--- config.mk ---
export PLATFORM = sky130hd
export DESIGN_NAME = tsm_status_map
export DESIGN_NICKNAME = d
export VERILOG_FILES = /design/src/hdl/tsm_pkg.sv /design/src/hdl/tsm_chan_if.sv /design/src/hdl/tsm_channel.sv /design/src/hdl/tsm_status_map.sv
export SDC_FILE = /design/constraint.sdc
export NUM_CORES = 1
export LEC_CHECK = 0
export ABC_AREA = 1
export BUFFER_PORTS_ARGS = -buffer_cell sky130_fd_sc_hd__buf_2
export CAP_MARGIN = 20
export CORE_MARGIN = 3
export CORE_UTILIZATION = 59
export CTS_CLUSTER_SIZE = 20
export DETAILED_ROUTE_END_ITERATION = 10
export GPL_ROUTABILITY_DRIVEN = 0
export PLACE_DENSITY = 0.76
export SKIP_CTS_REPAIR_TIMING = 1
export SLEW_MARGIN = 5
export SYNTH_ARGS = -nofsm -noshare
export SYNTH_HDL_FRONTEND = slang
export SYNTH_SLANG_ARGS = --single-unit
--- constraint.sdc ---
create_clock -name clock -period 2.23 [get_ports clock]
set_clock_uncertainty 0.15 [all_clocks]
set_input_delay 0.1115 -clock clock [delete_from_list [all_inputs] [get_ports clock]]
set_output_delay 0.1115 -clock clock [all_outputs]
set_load 0.005 [all_outputs]
--- src/hdl/tsm_pkg.sv ---
// Shared constants and types of the touch sensor status map
`default_nettype none

package tsm_pkg;

  // Register offsets
  localparam logic [7:0] ADDR_PRODUCT_ID  = 8'h00;
  localparam logic [7:0] ADDR_FIRMWARE    = 8'h01;
  localparam logic [7:0] ADDR_SYS_FLAGS   = 8'h10;
  localparam logic [7:0] ADDR_PROXIMITY   = 8'h31;
  localparam logic [7:0] ADDR_TOUCH       = 8'h35;
  localparam logic [7:0] ADDR_TOUCH_MODE  = 8'h36;
  localparam logic [7:0] ADDR_CAL_OUTPUT  = 8'h37;
  localparam logic [7:0] ADDR_PROX_SET2   = 8'hc6;
  localparam logic [7:0] ADDR_RSVD_LO     = 8'hfe;
  localparam logic [7:0] ADDR_RSVD_HI     = 8'hff;

  // System flag field positions
  localparam int SYS_SHOW_RESET = 5;
  localparam int SYS_TECH       = 4;
  localparam int SYS_REDUCED    = 3;
  localparam int SYS_TUNING     = 2;
  localparam int SYS_NOISE      = 1;
  localparam int SYS_FAST       = 0;

  // Other field positions
  localparam int TOUCH_BOOL_BIT = 7;
  localparam int ACK_RESET_BIT  = 7;
  localparam int NUM_CHANNELS   = 3;

  // Fixed and reset values
  localparam logic [7:0] FIRMWARE_VERSION = 8'h00;
  localparam logic [7:0] PRODUCT_ID_DEF   = 8'h5a;  // Arbitrary value
  localparam logic [7:0] UNMAPPED_VALUE   = 8'h00;
  localparam logic [6:0] BUS_ADDR_DEF     = 7'h44;
  localparam logic       SHOW_RESET_INIT  = 1'b1;
  localparam logic [3:0] BITS_PER_BYTE    = 4'h8;

  typedef enum {
    ST_IDLE,
    ST_ADDR,
    ST_ACK_ADDR,
    ST_PTR,
    ST_ACK_PTR,
    ST_WDATA,
    ST_ACK_WDATA,
    ST_RDATA,
    ST_RACK
  } tsm_bus_state_t;

endpackage

`default_nettype wire

--- src/hdl/tsm_chan_if.sv ---
// Per-channel signal bundle between the status map and a channel
`timescale 1ns/10ps
`default_nettype none

interface tsm_chan_if;
  logic clock;
  logic resetn;
  logic ce;
  logic conv_done;
  logic cal_mode;
  logic proximity_raw;
  logic touch_raw;
  logic over_touch;
  logic cal_out_raw;
  logic proximity;
  logic touch;
  logic touch_mode;
  logic cal_out;

  modport chan (
    input  clock, resetn, ce, conv_done, cal_mode,
    input  proximity_raw, touch_raw, over_touch, cal_out_raw,
    output proximity, touch, touch_mode, cal_out
  );

  modport top (
    output clock, resetn, ce, conv_done, cal_mode,
    output proximity_raw, touch_raw, over_touch, cal_out_raw,
    input  proximity, touch, touch_mode, cal_out
  );
endinterface

`default_nettype wire

--- src/hdl/tsm_channel.sv ---
// One sensing channel's status bits, latched once per conversion
`timescale 1ns/10ps
`default_nettype none

module tsm_channel (
  // Channel bundle
  tsm_chan_if.chan ch
);

  logic proximity_reg;
  logic touch_reg;
  logic touch_mode_reg;
  logic touch_mode_next;
  logic cal_out_reg;

  // threshold enters hold
  // Hold ends on release or when cal_mode drops, so a dip below the touch level keeps it
  assign touch_mode_next = !ch.cal_mode      ? 1'b0 :
                           ch.over_touch     ? 1'b1 :
                           !ch.proximity_raw ? 1'b0 :
                           touch_mode_reg;

  always_ff @(posedge ch.clock) begin
    if (!ch.resetn) begin
      proximity_reg  <= 1'b0;
      touch_reg      <= 1'b0;
      touch_mode_reg <= 1'b0;
      cal_out_reg    <= 1'b0;
    end else if (ch.ce && ch.conv_done) begin
      proximity_reg  <= ch.proximity_raw;
      touch_reg      <= ch.touch_raw;
      touch_mode_reg <= touch_mode_next;
      cal_out_reg    <= ch.cal_mode & ch.cal_out_raw;
    end
  end

  assign ch.proximity  = proximity_reg;
  assign ch.touch      = touch_reg;
  // hold kept only for calibrated channels
  // Masked at the latch, so a mode change waits for the next conversion
  assign ch.touch_mode = touch_mode_reg;
  assign ch.cal_out    = cal_out_reg;

endmodule

`default_nettype wire

--- src/hdl/tsm_status_map.sv ---
// Status register bank of a three-channel touch sensor, over I2C
`timescale 1ns/10ps
`default_nettype none

module tsm_status_map #(
  parameter logic [6:0] BUS_ADDR   = tsm_pkg::BUS_ADDR_DEF,
  parameter logic [7:0] PRODUCT_ID = tsm_pkg::PRODUCT_ID_DEF
) (
  // Clock, reset, enable
  input  wire logic       clock,
  input  wire logic       resetn,
  input  wire logic       ce,
  // I2C pins, open drain
  input  wire logic       scl_in,
  input  wire logic       sda_in,
  output logic            sda_out,
  output logic            sda_oe,
  // Technology strap pin
  input  wire logic       tech_projected_pin,
  // Front end status, same clock
  input  wire logic       conv_done,
  input  wire logic [2:0] proximity_raw,
  input  wire logic [2:0] touch_raw,
  input  wire logic [2:0] over_touch,
  input  wire logic [2:0] cal_mode,
  input  wire logic [2:0] cal_out_raw,
  input  wire logic       low_power_en,
  input  wire logic       reduced_rate,
  input  wire logic       tuning_busy,
  input  wire logic       noise_seen,
  input  wire logic       undebounced_prox,
  // Boolean combination settings
  input  wire logic [2:0] bool_enable,
  input  wire logic [2:0] bool_invert,
  input  wire logic       bool_all,
  // Outputs to the device
  output logic            bool_out_pin,
  output logic            full_speed_charge
);

  // Pin synchronisers
  logic [1:0] scl_sync_reg;
  logic [1:0] sda_sync_reg;
  logic [1:0] tech_sync_reg;
  logic       scl_last_reg;
  logic       sda_last_reg;

  always_ff @(posedge clock) begin
    if (!resetn) begin
      scl_sync_reg  <= 2'h3;
      sda_sync_reg  <= 2'h3;
      tech_sync_reg <= 2'h0;
      scl_last_reg  <= 1'b1;
      sda_last_reg  <= 1'b1;
    end else if (ce) begin
      scl_sync_reg  <= {scl_sync_reg[0], scl_in};
      sda_sync_reg  <= {sda_sync_reg[0], sda_in};
      tech_sync_reg <= {tech_sync_reg[0], tech_projected_pin};
      scl_last_reg  <= scl_sync_reg[1];
      sda_last_reg  <= sda_sync_reg[1];
    end
  end

  // Bus conditions, from the second stage only
  wire scl_s    = scl_sync_reg[1];
  wire sda_s    = sda_sync_reg[1];
  wire scl_rise = scl_s & ~scl_last_reg;
  wire scl_fall = ~scl_s & scl_last_reg;
  wire start_c  = scl_s & scl_last_reg & ~sda_s & sda_last_reg;
  wire stop_c   = scl_s & scl_last_reg & sda_s & ~sda_last_reg;

  // Bus engine state
  tsm_pkg::tsm_bus_state_t state_reg;
  tsm_pkg::tsm_bus_state_t state_next;
  logic [7:0] shift_reg;
  logic [7:0] shift_next;
  logic [3:0] bitcnt_reg;
  logic [3:0] bitcnt_next;
  logic [7:0] ptr_reg;
  logic [7:0] ptr_next;
  logic [7:0] tx_reg;
  logic [7:0] tx_next;
  logic       rnw_reg;
  logic       rnw_next;
  logic       nack_reg;
  logic       nack_next;
  logic       drive_low_reg;
  logic       drive_low_next;
  logic       wr_strobe;
  logic [7:0] rd_data;

  wire byte_done = (bitcnt_reg == tsm_pkg::BITS_PER_BYTE);
  wire addr_hit  = (shift_reg[7:1] == BUS_ADDR);

  always_comb begin
    state_next     = state_reg;
    shift_next     = shift_reg;
    bitcnt_next    = bitcnt_reg;
    ptr_next       = ptr_reg;
    tx_next        = tx_reg;
    rnw_next       = rnw_reg;
    nack_next      = nack_reg;
    drive_low_next = drive_low_reg;
    wr_strobe      = 1'b0;
    if (stop_c) begin
      state_next     = tsm_pkg::ST_IDLE;
      drive_low_next = 1'b0;
    end else if (start_c) begin
      state_next     = tsm_pkg::ST_ADDR;
      bitcnt_next    = 4'h0;
      drive_low_next = 1'b0;
    end else if (scl_rise) begin
      shift_next = {shift_reg[6:0], sda_s};
      if (state_reg == tsm_pkg::ST_RACK) begin
        nack_next = sda_s;
      end else begin
        bitcnt_next = bitcnt_reg + 4'h1;
      end
    end else if (scl_fall) begin
      unique case (state_reg)
        tsm_pkg::ST_IDLE: begin
          drive_low_next = 1'b0;
        end
        tsm_pkg::ST_ADDR: begin
          if (byte_done && addr_hit) begin
            state_next     = tsm_pkg::ST_ACK_ADDR;
            rnw_next       = shift_reg[0];
            drive_low_next = 1'b1;
          end else if (byte_done) begin
            state_next = tsm_pkg::ST_IDLE;
          end
        end
        tsm_pkg::ST_ACK_ADDR: begin
          bitcnt_next = 4'h0;
          if (rnw_reg) begin
            state_next     = tsm_pkg::ST_RDATA;
            tx_next        = rd_data;
            ptr_next       = ptr_reg + 8'h01;
            drive_low_next = ~rd_data[7];
          end else begin
            state_next     = tsm_pkg::ST_PTR;
            drive_low_next = 1'b0;
          end
        end
        tsm_pkg::ST_PTR: begin
          if (byte_done) begin
            state_next     = tsm_pkg::ST_ACK_PTR;
            ptr_next       = shift_reg;
            drive_low_next = 1'b1;
          end
        end
        tsm_pkg::ST_ACK_PTR, tsm_pkg::ST_ACK_WDATA: begin
          state_next     = tsm_pkg::ST_WDATA;
          bitcnt_next    = 4'h0;
          drive_low_next = 1'b0;
        end
        tsm_pkg::ST_WDATA: begin
          if (byte_done) begin
            state_next     = tsm_pkg::ST_ACK_WDATA;
            wr_strobe      = 1'b1;
            ptr_next       = ptr_reg + 8'h01;
            drive_low_next = 1'b1;
          end
        end
        tsm_pkg::ST_RDATA: begin
          if (byte_done) begin
            state_next     = tsm_pkg::ST_RACK;
            drive_low_next = 1'b0;
          end else begin
            tx_next        = {tx_reg[6:0], 1'b0};
            drive_low_next = ~tx_reg[6];
          end
        end
        tsm_pkg::ST_RACK: begin
          bitcnt_next = 4'h0;
          if (nack_reg) begin
            state_next = tsm_pkg::ST_IDLE;
          end else begin
            state_next     = tsm_pkg::ST_RDATA;
            tx_next        = rd_data;
            ptr_next       = ptr_reg + 8'h01;
            drive_low_next = ~rd_data[7];
          end
        end
      endcase
    end
  end

  always_ff @(posedge clock) begin
    if (!resetn) begin
      state_reg     <= tsm_pkg::ST_IDLE;
      shift_reg     <= 8'h00;
      bitcnt_reg    <= 4'h0;
      ptr_reg       <= 8'h00;
      tx_reg        <= 8'h00;
      rnw_reg       <= 1'b0;
      nack_reg      <= 1'b1;
      drive_low_reg <= 1'b0;
    end else if (ce) begin
      state_reg     <= state_next;
      shift_reg     <= shift_next;
      bitcnt_reg    <= bitcnt_next;
      ptr_reg       <= ptr_next;
      tx_reg        <= tx_next;
      rnw_reg       <= rnw_next;
      nack_reg      <= nack_next;
      drive_low_reg <= drive_low_next;
    end
  end

  // Open drain: only ever pulls low
  assign sda_out = 1'b0;
  assign sda_oe  = drive_low_reg;

  // Channel bundles
  logic [2:0] ch_proximity;
  logic [2:0] ch_touch;
  logic [2:0] ch_touch_mode;
  logic [2:0] ch_cal_out;

  for (genvar i = 0; i < tsm_pkg::NUM_CHANNELS; i++) begin : g_ch
    tsm_chan_if ch_if ();
    assign ch_if.clock         = clock;
    assign ch_if.resetn        = resetn;
    assign ch_if.ce            = ce;
    assign ch_if.conv_done     = conv_done;
    assign ch_if.cal_mode      = cal_mode[i];
    assign ch_if.proximity_raw = proximity_raw[i];
    assign ch_if.touch_raw     = touch_raw[i];
    assign ch_if.over_touch    = over_touch[i];
    assign ch_if.cal_out_raw   = cal_out_raw[i];
    assign ch_proximity[i]     = ch_if.proximity;
    assign ch_touch[i]         = ch_if.touch;
    assign ch_touch_mode[i]    = ch_if.touch_mode;
    assign ch_cal_out[i]       = ch_if.cal_out;
    tsm_channel u_channel (
      .ch (ch_if.chan)
    );
  end

  // Boolean combination of channel touches
  wire [2:0] bool_terms = touch_raw ^ bool_invert;
  wire       bool_and   = &(bool_terms | ~bool_enable) & (|bool_enable);
  wire       bool_or    = |(bool_terms & bool_enable);
  wire       bool_value = bool_all ? bool_and : bool_or;

  // Reset acknowledge write
  wire ack_write = wr_strobe && (ptr_reg == tsm_pkg::ADDR_PROX_SET2) &&
                   shift_reg[tsm_pkg::ACK_RESET_BIT];

  // System state, refreshed per conversion except the show-reset flag
  logic show_reset_reg;
  logic tech_reg;
  logic reduced_reg;
  logic tuning_reg;
  logic noise_reg;
  logic fast_reg;
  logic bool_reg;

  // reset sets the flag
  // Reset is the only setter, and it wins over a clear in the same cycle
  always_ff @(posedge clock) begin
    if (!resetn) begin
      show_reset_reg <= tsm_pkg::SHOW_RESET_INIT;
    end else if (ce && ack_write) begin
      show_reset_reg <= 1'b0;
    end
  end

  always_ff @(posedge clock) begin
    if (!resetn) begin
      tech_reg    <= 1'b0;
      reduced_reg <= 1'b0;
      tuning_reg  <= 1'b0;
      noise_reg   <= 1'b0;
      fast_reg    <= 1'b0;
      bool_reg    <= 1'b0;
    end else if (ce && conv_done) begin
      tech_reg    <= tech_sync_reg[1];
      reduced_reg <= low_power_en & reduced_rate & ~undebounced_prox;
      tuning_reg  <= tuning_busy;
      noise_reg   <= noise_seen;
      fast_reg    <= undebounced_prox;
      bool_reg    <= bool_value;
    end
  end

  assign full_speed_charge = fast_reg & low_power_en;
  assign bool_out_pin = bool_reg;

  // Register images
  logic [7:0] sys_flags;
  always_comb begin
    sys_flags = 8'h00;
    sys_flags[tsm_pkg::SYS_SHOW_RESET] = show_reset_reg;
    sys_flags[tsm_pkg::SYS_TECH]    = tech_reg;
    sys_flags[tsm_pkg::SYS_REDUCED] = reduced_reg;
    sys_flags[tsm_pkg::SYS_TUNING]  = tuning_reg;
    sys_flags[tsm_pkg::SYS_NOISE]   = noise_reg;
    sys_flags[tsm_pkg::SYS_FAST]    = fast_reg;
  end

  wire [7:0] prox_byte  = {5'h00, ch_proximity};
  // touch byte, boolean in bit 7
  wire [7:0] touch_byte = {bool_reg, 4'h0, ch_touch};
  wire [7:0] mode_byte  = {5'h00, ch_touch_mode};
  wire [7:0] cal_byte   = {5'h00, ch_cal_out};

  // Read selection
  wire sel_id    = (ptr_reg == tsm_pkg::ADDR_PRODUCT_ID);
  wire sel_fw    = (ptr_reg == tsm_pkg::ADDR_FIRMWARE);
  wire sel_sys   = (ptr_reg == tsm_pkg::ADDR_SYS_FLAGS);
  wire sel_prox  = (ptr_reg == tsm_pkg::ADDR_PROXIMITY);
  wire sel_touch = (ptr_reg == tsm_pkg::ADDR_TOUCH);
  wire sel_mode  = (ptr_reg == tsm_pkg::ADDR_TOUCH_MODE);
  wire sel_cal   = (ptr_reg == tsm_pkg::ADDR_CAL_OUTPUT);

  // FE, FF and other holes read as the unmapped value
  assign rd_data = sel_id    ? PRODUCT_ID :
                   sel_fw    ? tsm_pkg::FIRMWARE_VERSION :
                   sel_sys   ? sys_flags :
                   sel_prox  ? prox_byte :
                   sel_touch ? touch_byte :
                   sel_mode  ? mode_byte :
                   sel_cal   ? cal_byte :
                   tsm_pkg::UNMAPPED_VALUE;

endmodule

`default_nettype wire

==> results of run 1 <==
routing by layer:
layer / part of all wire (%) / vias up / global-route usage, %
met4: 1.3 / 0 / 7.310
met1: 46 / 1691 / 32.64
met3: 7.1 / 15 / 5.232
li1: - / 1859 / -
met2: 46 / 141 / 37.60
met5: 0 / - / 0
synthesized netlist by cell type, types with 3 or more instances:
| cell type | count |
|---|---|
| xor2_1 | 3 |
| buf_2 | 3 |
| o21ai_1 | 4 |
| inv_2 | 7 |
| nand4_1 | 12 |
| o21bai_1 | 3 |
| nor2_2 | 8 |
| or2_2 | 3 |
| a21oi_1 | 48 |
| dfxtp_1 | 61 |
| nand2_1 | 117 |
| inv_1 | 54 |
| buf_6 | 5 |
| a221oi_1 | 3 |
| nor2_4 | 4 |
| nand3_1 | 44 |
| nor3_1 | 5 |
| o21ai_0 | 42 |
| clkbuf_1 | 8 |
| ha_1 | 9 |
| nand3_2 | 3 |
| nor2_1 | 60 |
| nand2_2 | 6 |
cell type report:
type	count	area share, %
clock buffers	11	3.313
clock inverters	4	1.700
inverters	65	5.951
multi-input cells	391	46.70
flip-flops and latches	61	28.61
well taps	72	2.111
repair buffers	69	11.61
metrics by stage:
step	hold WS (ns)	worst slack [ns]	instance area (um2)	utilization, %
finish	-0.007026	0.2159	4268	75.20
floorplan	0.08781	0.4611	3577	-
detailed placement	0.1757	0.1419	3776	66.53
global placement	0.1747	0.2455	3776	66.53
global route	0.04501	0.03098	4268	75.20
CTS	-0.1866	0.1384	3990	70.30
final timing paths:
path	from	to	slack, ns
setup / recovery	scl_last_reg	tx_reg[3]	0.22
hold / removal	touch_raw[0]	g_ch[0].u_channel.ch.touch	-0.007
setup reg to reg	scl_last_reg	tx_reg[3]	0.22
hold reg to reg	g_ch[2].u_channel.ch.touch	g_ch[2].u_channel.ch.touch	0.31
power by group through the flow:
stage          sequential [mW]  combinational [mW]  clock [mW]
6_report                  1.17               0.373        1.10
5_1_grt                   1.17               0.419        1.16
4_1_cts                   1.17               0.330        1.10
3_5_place_dp              1.19               0.328           0
3_3_place_gp              1.19               0.324           0
2_1_floorplan             1.18               0.249           0
worst min-delay path, stage by stage:
cell and delay (ns):
buf_2 0.11, o21ai_0 0.10, a21oi_1 0.11
cell families (layout without fill, tap and decap cells):
family | Yosys count | count (layout)
buffers and inverters | 83 | 149
adders and majority gates | 9 | 9
DFF | 61 | 61
AOI/OAI and AO/OA | 105 | 105
xor gates and xnor gates | 5 | 5
other | 1 | 1
and+or+nand+nor | 271 | 271
==> impl_metrics.ini, run 1 <==
[outcome]
outcome = finished with violations
violations = negative hold slack

[synth]
ys_seq_area_share_pct = 34.14
synthMuxAreaShare_pct = 0
async_flop_share_pct = 0
syn_nets = 578
avgSynthCellArea_um2 = 6.686
ys_types = 40
synth_top_area_share_pct = 34.14
synth_edf_count = 0
yosys_warnings = 0
synth_area_um2 = 3577
synthTopCellsByArea = dfxtp_1 34%, nand2_1 12%, a21oi_1 6.7%
yosys.area.top_type = dfxtp_1
synthAdderAreaFrac_pct = 3.148
synthCells = 535
synth-simple-area-share_pct = 35.47
synth_compound_area_share_pct = 15.56
synthXorXnorAreaFrac_pct = 1.224
synth_top_family_by_area = simple AND/OR/NAND/NOR gates
ys_seq_elements = 61
synth_ff_type = dfxtp_1

[cts]
cts_tree = done
clkSinkCount = 61
cts_made_buffers = 9
clock_path_buffers = 2
clk_latency_ns = 0.35
htree_levels = 3
root_buffer = clkbuf_8
path_clk_slew_ns = 0.07

[layout]
drive_above_1_share_pct = 15.97
mostFrequentLayoutCells = 117 x nand2_1, 61 x dfxtp_1, 60 x nor2_1, 54 x inv_1, 48 x a21oi_1
num_antenna_cells = 0
layout.nets = 640
final_cells = 673
syn2layout_area_growth_pct = 19.31
final_common_cell = nand2_1
multi_input_area_um2 = 1993
fillers = 449
regArea_um2 = 1221

[pwr]
cellLeakagePower_nw = 1.907
power_density_nw_per_um2 = 618.5
p_comb_share_pct = 14.1
internal_power_mw = 1.933
seqPwrFrac_pct = 44.2
power.share.clock_pct = 41.7
power.switching_mw = 0.7061
finalPower_mw = 2.639
switching_share_pct = 26.75
ir_worst_vdd_mv = 0.4345

[global_routing]
grt_use_total_pct = 23.87
grt_pass1_vias = 3092
grt_max_degree = 40
overflow = 0
antenna_found_initial = 0
grt_first_pass_wirelength_mm = 13.84

[sta]
final.setup.tns_ns = 0
rsz0062_at_grt = no
max_clock_freq_mhz = 496.5
hold_viol_final = 1
relSlewSlack_pct = 43.69
setup_viol = 0
fin_crit_ns = 2.014
tightest_slew_ns = 0.8438
timing.hold.ws_ns = -0.007026
drv_slew = 0
period_share_pct = 90.32

[placement]
hpwl_mm = 6.088
portBuffers = 36
dpl.cell_count = 631

[die]
die_w_um = 83.87
initial_utilization_pct = 63.03
dieArea_um2 = 7033
row_count = 27
ios = 38
core_area_um2 = 5675
die_y_um = 83.87

[drt]
drc = 0
ant_nets = 0
wl_per_cell_um = 13.36
vias = 3706
viasPerCell = 5.507
wl_mm = 8.991
first_pass_iters = 5
first_iter_violations = 263

[setup_path]
critPathMaxStageDelay_ns = 0.36
worstPathMaxFanout = 7
worstPathRequired_ns = 2.32
reg2reg_depth = 11
crit_buf_inv = 2
start_kind = register
worstPathArrival_ns = 2.10
critPathMostFrequentCell = nor2_4
end_kind = register
crit_family = simple AND/OR/NAND/NOR gates
path_depth = 11
path_cells = inv_1 -> ha_1 -> inv_2 -> nand2_1 -> nor2_4 -> nand3_2 -> nor2_4 -> nand2_2 -> nor2_2 -> and3_1 -> nor2_1
cpMaxStageDelayCell = dfxtp_1
criticalPathCategory = register to register

[hold_path]
whs_path_depth = 3
hold_class = primary input to register

[run]
maxCapViolCount = 0
No activity file was read; power rests on OpenSTA's default activity.
==> run 2: changes to the inputs <==
HOLD_SLACK_MARGIN = 0.05   (was default)
SYNTH_HIERARCHICAL = 1   (was default)
==> impl_metrics.ini, run 2 <==
[outcome]
outcome = completed

[setup_path]
critPathMostFrequentCell = nor2_1
reg2reg_depth = 10
end_kind = register
critPathMaxStageDelay_ns = 0.38
criticalPathCategory = register to register
cpMaxStageDelayCell = dfxtp_1
worstPathRequired_ns = 2.32
worstPathArrival_ns = 2.14
start_kind = register
path_cells = ha_1 -> nand3_1 -> nand2_2 -> clkinv_1 -> nand2_1 -> nor2_1 -> nor2_2 -> nand3_2 -> o21ai_1 -> nor2_1
worstPathMaxFanout = 7

[drt]
drc = 0
wl_mm = 8.920
first_pass_iters = 5
viasPerCell = 5.391
ant_nets = 0
first_iter_violations = 243
vias = 3596
wl_per_cell_um = 13.37

[cts]
clk_latency_ns = 0.35
clock_path_buffers = 2
cts_made_buffers = 9
cts_tree = done
clkSinkCount = 61
htree_levels = 3
path_clk_slew_ns = 0.08
root_buffer = clkbuf_8

[synth]
ys_seq_elements = 61
synth_commonest_cells = 95 x nand2_1, 66 x nor2_1, 61 x dfxtp_1, 50 x inv_1, 46 x o21ai_0
yosys_warnings = 6
synthCells = 517
ys_types = 47
synthTopCellsByArea = dfxtp_1 34%, nand2_1 10%, nor2_1 7.0%
async_flop_share_pct = 0
yosys.area.top_type = dfxtp_1
ys_seq_area_share_pct = 34.45
synth_area_um2 = 3545
avgSynthCellArea_um2 = 6.856
synth_edf_count = 0
synth_ff_type = dfxtp_1
yosysMostFrequentCell = nand2_1
synth_top_area_share_pct = 34.45
syn_nets = 560

[layout]
layout.nets = 633
syn2layout_area_growth_pct = 23.26
mostFrequentLayoutCells = 95 x nand2_1, 65 x nor2_1, 61 x dfxtp_1, 50 x inv_1, 46 x o21ai_0
final_common_cell = nand2_1
multi_input_area_um2 = 2016
regArea_um2 = 1221
fillers = 436
num_antenna_cells = 0
drive_above_1_share_pct = 18.49
fin_util_pct = 76.98
final_area_um2 = 4369
final_cells = 667

[die]
ios = 38
core_area_um2 = 5675
die_y_um = 83.51
dieArea_um2 = 6974
die_w_um = 83.51
row_count = 27
initial_utilization_pct = 62.46

[placement]
pre_cts_slack_ns = 0.1708
portBuffers = 36
dpl.cell_count = 616
dpl_cell_area_um2 = 3777
hpwl_mm = 5.897

[pwr]
power_density_nw_per_um2 = 634.4
ir_worst_vdd_mv = 0.3986
cellLeakagePower_nw = 1.973
finalPower_mw = 2.772

[sta]
rsz0062_at_grt = no
timing.hold.ws_ns = 0.03834
fin_crit_ns = 2.053
final.setup.tns_ns = 0
period_share_pct = 92.08
setup_viol = 0
hold_viol_final = 0
max_clock_freq_mhz = 487.0
fin_ws_ns = 0.1766
drv_slew = 0

[global_routing]
grt_use_total_pct = 23.57
grt_max_degree = 37
grt_first_pass_wirelength_mm = 13.57
overflow = 0
antenna_found_initial = 0
grt_pass1_vias = 3128

[hold_path]
hold_class = primary input to register
whs_path_depth = 4

[run]
maxCapViolCount = 0
==> run 2: cell types whose count changed in the layout (fill, tap and decap cells not counted), sizes merged, moves of 4 or more <==
cell / previous run / this run
inv: 63 / 59
o21ai: 46 / 62
dlygate4sd3: 27 / 35
nand4: 12 / 6
nand2: 125 / 112
nand3: 48 / 40
a21oi: 49 / 40
==> run 2: critical path, delay by kind of cell (launching register included) <==
kind | cells | cell delay (ns)
buf+inv | 1 | 0.21
simple gates | 7 | 0.82
flops | 1 | 0.38
fa+ha+maj | 1 | 0.23
compound gates | 1 | 0.16
==> run 2: where the power goes <==
| part | total, mW | switching [mW] | internal, mW | leakage, nW |
|---|---|---|---|---|
| combinational | 0.406 | 0.238 | 0.168 | 1.36 |
| clock | 1.20 | 0.458 | 0.742 | 0.116 |
| sequential | 1.17 | 0.0329 | 1.13 | 0.497 |
==> run 2: area by class of cell <==
cell class,instances,area share (%)
timing repair buffer,76,13.00
clock buffer,10,2.921
sequential,61,27.95
clock inverter,6,2.549
inverter,61,5.384
tap,72,2.062
multi-input combinational,381,46.13
==> run 2: cell families after synthesis <==
group	after synthesis	synth area share (%)
compound gates	114	18.18
xor+xnor	7	1.730
fa+ha+maj	9	3.177
buf+inv	75	8.753
flops	61	34.45
other cells	1	0.1058
simple gates	250	33.60
==> run 2: metal layers <==
layer	vias up	GRT usage, %	part of all wire (%)
met3	19	4.146	5.2
met1	1631	30.50	45
li1	1828	-	-
met5	-	0	0
met4	0	12.28	2.4
met2	118	37.54	47
==> run 2: final timing paths <==
path	startpoint	to	slack, ns
setup / recovery	scl_sync_reg[1]	state_reg[0]	0.18
hold reg to reg	show_reset_reg	show_reset_reg	0.31
hold / removal	conv_done	g_ch[0].u_channel/ch.touch	0.04
setup reg to reg	scl_sync_reg[1]	state_reg[0]	0.18
==> run 3: changes to the inputs <==
MAX_ROUTING_LAYER = met4   (was default)
RECOVER_POWER = 50   (was default)
==> impl_metrics.ini, run 3 (synthesis results as in run 2) <==
[sta]
max_clock_freq_mhz = 482.6
timing.hold.ws_ns = 0.03089
hold_viol_final = 0
rsz0062_at_grt = no
fin_crit_ns = 2.072
final.setup.tns_ns = 0
period_share_pct = 92.92
setup_viol = 0
drv_slew = 0
fin_ws_ns = 0.1580

[setup_path]
worstPathArrival_ns = 2.17
crit_buf_inv = 1
cpMaxStageDelayCell = dfxtp_1
rrSetupSlack_ns = 0.16
end_kind = register
critPathMaxStageDelay_ns = 0.38
path_depth = 10
criticalPathCategory = register to register
path_cells = ha_1 -> nand3_1 -> nand2_2 -> clkinv_1 -> nand2_1 -> nor2_1 -> nor2_2 -> nand3_2 -> o21ai_1 -> nor2_1
reg2reg_depth = 10
worstPathMaxFanout = 7
crit_family = simple AND/OR/NAND/NOR gates
crit_path_start = scl_sync_reg[1]
start_kind = register
critPathMostFrequentCell = nor2_1
r2r-end = state_reg[0]
worstPathRequired_ns = 2.32
r2r_start = scl_sync_reg[1]

[global_routing]
grt_use_total_pct = 24.25
grt_max_degree = 37
antenna_found_initial = 0
grt_first_pass_wirelength_mm = 13.59
grt_pass1_vias = 3125
overflow = 0

[placement]
pre_cts_slack_ns = 0.1708
dpl_cell_area_um2 = 3777
portBuffers = 36
hpwl_mm = 5.897

[hold_path]
min_from = conv_done
hold_class = primary input to register
holdPathEnd = g_ch[0].u_channel/ch.touch
whs_path_depth = 4

[cts]
htree_levels = 3
clock_path_buffers = 2
clk_latency_ns = 0.35
root_buffer = clkbuf_8
cts_tree = done
clkSinkCount = 61
path_clk_slew_ns = 0.08
cts_made_buffers = 9

[die]
initial_utilization_pct = 62.46
row_count = 27
dieArea_um2 = 6974
die_y_um = 83.51
ios = 38
core_area_um2 = 5675
die_w_um = 83.51

[run]
maxCapViolCount = 0

[layout]
mostFrequentLayoutCells = 98 x nand2_1, 65 x nor2_1, 61 x dfxtp_1, 50 x inv_1, 46 x o21ai_0
layout.nets = 633
num_antenna_cells = 0
final_common_cell = nand2_1
drive_above_1_share_pct = 17.65
fillers = 440
regArea_um2 = 1221
multi_input_area_um2 = 2003
final_area_um2 = 4354
syn2layout_area_growth_pct = 22.84

[drt]
viasPerCell = 5.393
wl_mm = 8.935
drc = 0
ant_nets = 0
first_pass_iters = 5
vias = 3597
wl_per_cell_um = 13.40
first_iter_violations = 220

[pwr]
cellLeakagePower_nw = 1.964
finalPower_mw = 2.773
ir_worst_vdd_mv = 0.3994
power_density_nw_per_um2 = 636.8

[outcome]
outcome = completed
## run 3: cell type report
cell class,instances,area share [%]
Multi-Input combinational cell,381,46.01
Clock inverter,6,2.557
Timing Repair Buffer,76,12.99
Sequential cell,61,28.05
Tap cell,72,2.069
Clock buffer,10,2.931
Inverter,61,5.402
## run 3: per-stage QoR
step,utilization [%],instances
after floorplan,-,517
after global placement,66.56,616
after detailed placement,66.56,616
after CTS,70.77,632
after global routing,76.72,667
final,76.72,667
## run 3: how the worst max path moves through the flow
stage | to | slack [ns]
after global routing | state_reg[0] | 0.01
after detailed placement | state_reg[0] | 0.17
after global placement | state_reg[3] | 0.23
after CTS | state_reg[0] | 0.16
final | state_reg[0] | 0.16
after floorplan | state_reg[0] | 0.47
## run 3: per-layer routing
| metal | share of wire (%) | global-route usage, % | up-vias |
|---|---|---|---|
| met5 | 0 | - | - |
| met4 | 2.6 | 12.28 | 0 |
| met3 | 5.1 | 4.047 | 25 |
| met2 | 47 | 37.46 | 112 |
| met1 | 46 | 30.68 | 1634 |
| li1 | - | - | 1826 |
## run 3: worst reg2reg max path, stage by stage, from the launching register on
cell and delay [ns]:
dfxtp_1 0.38, ha_1 0.23, nand3_1 0.20, nand2_2 0.17, clkinv_1 0.21, nand2_1 0.11, nor2_1 0.05, nor2_2 0.11
nand3_2 0.14, o21ai_1 0.17, nor2_1 0.05
## run 3: power breakdown
part           leakage, nW  switching (mW)  internal, mW
combinational         1.35           0.236         0.166
clock                0.116           0.462         0.742
sequential           0.497          0.0332          1.13
total                 1.96           0.732          2.04
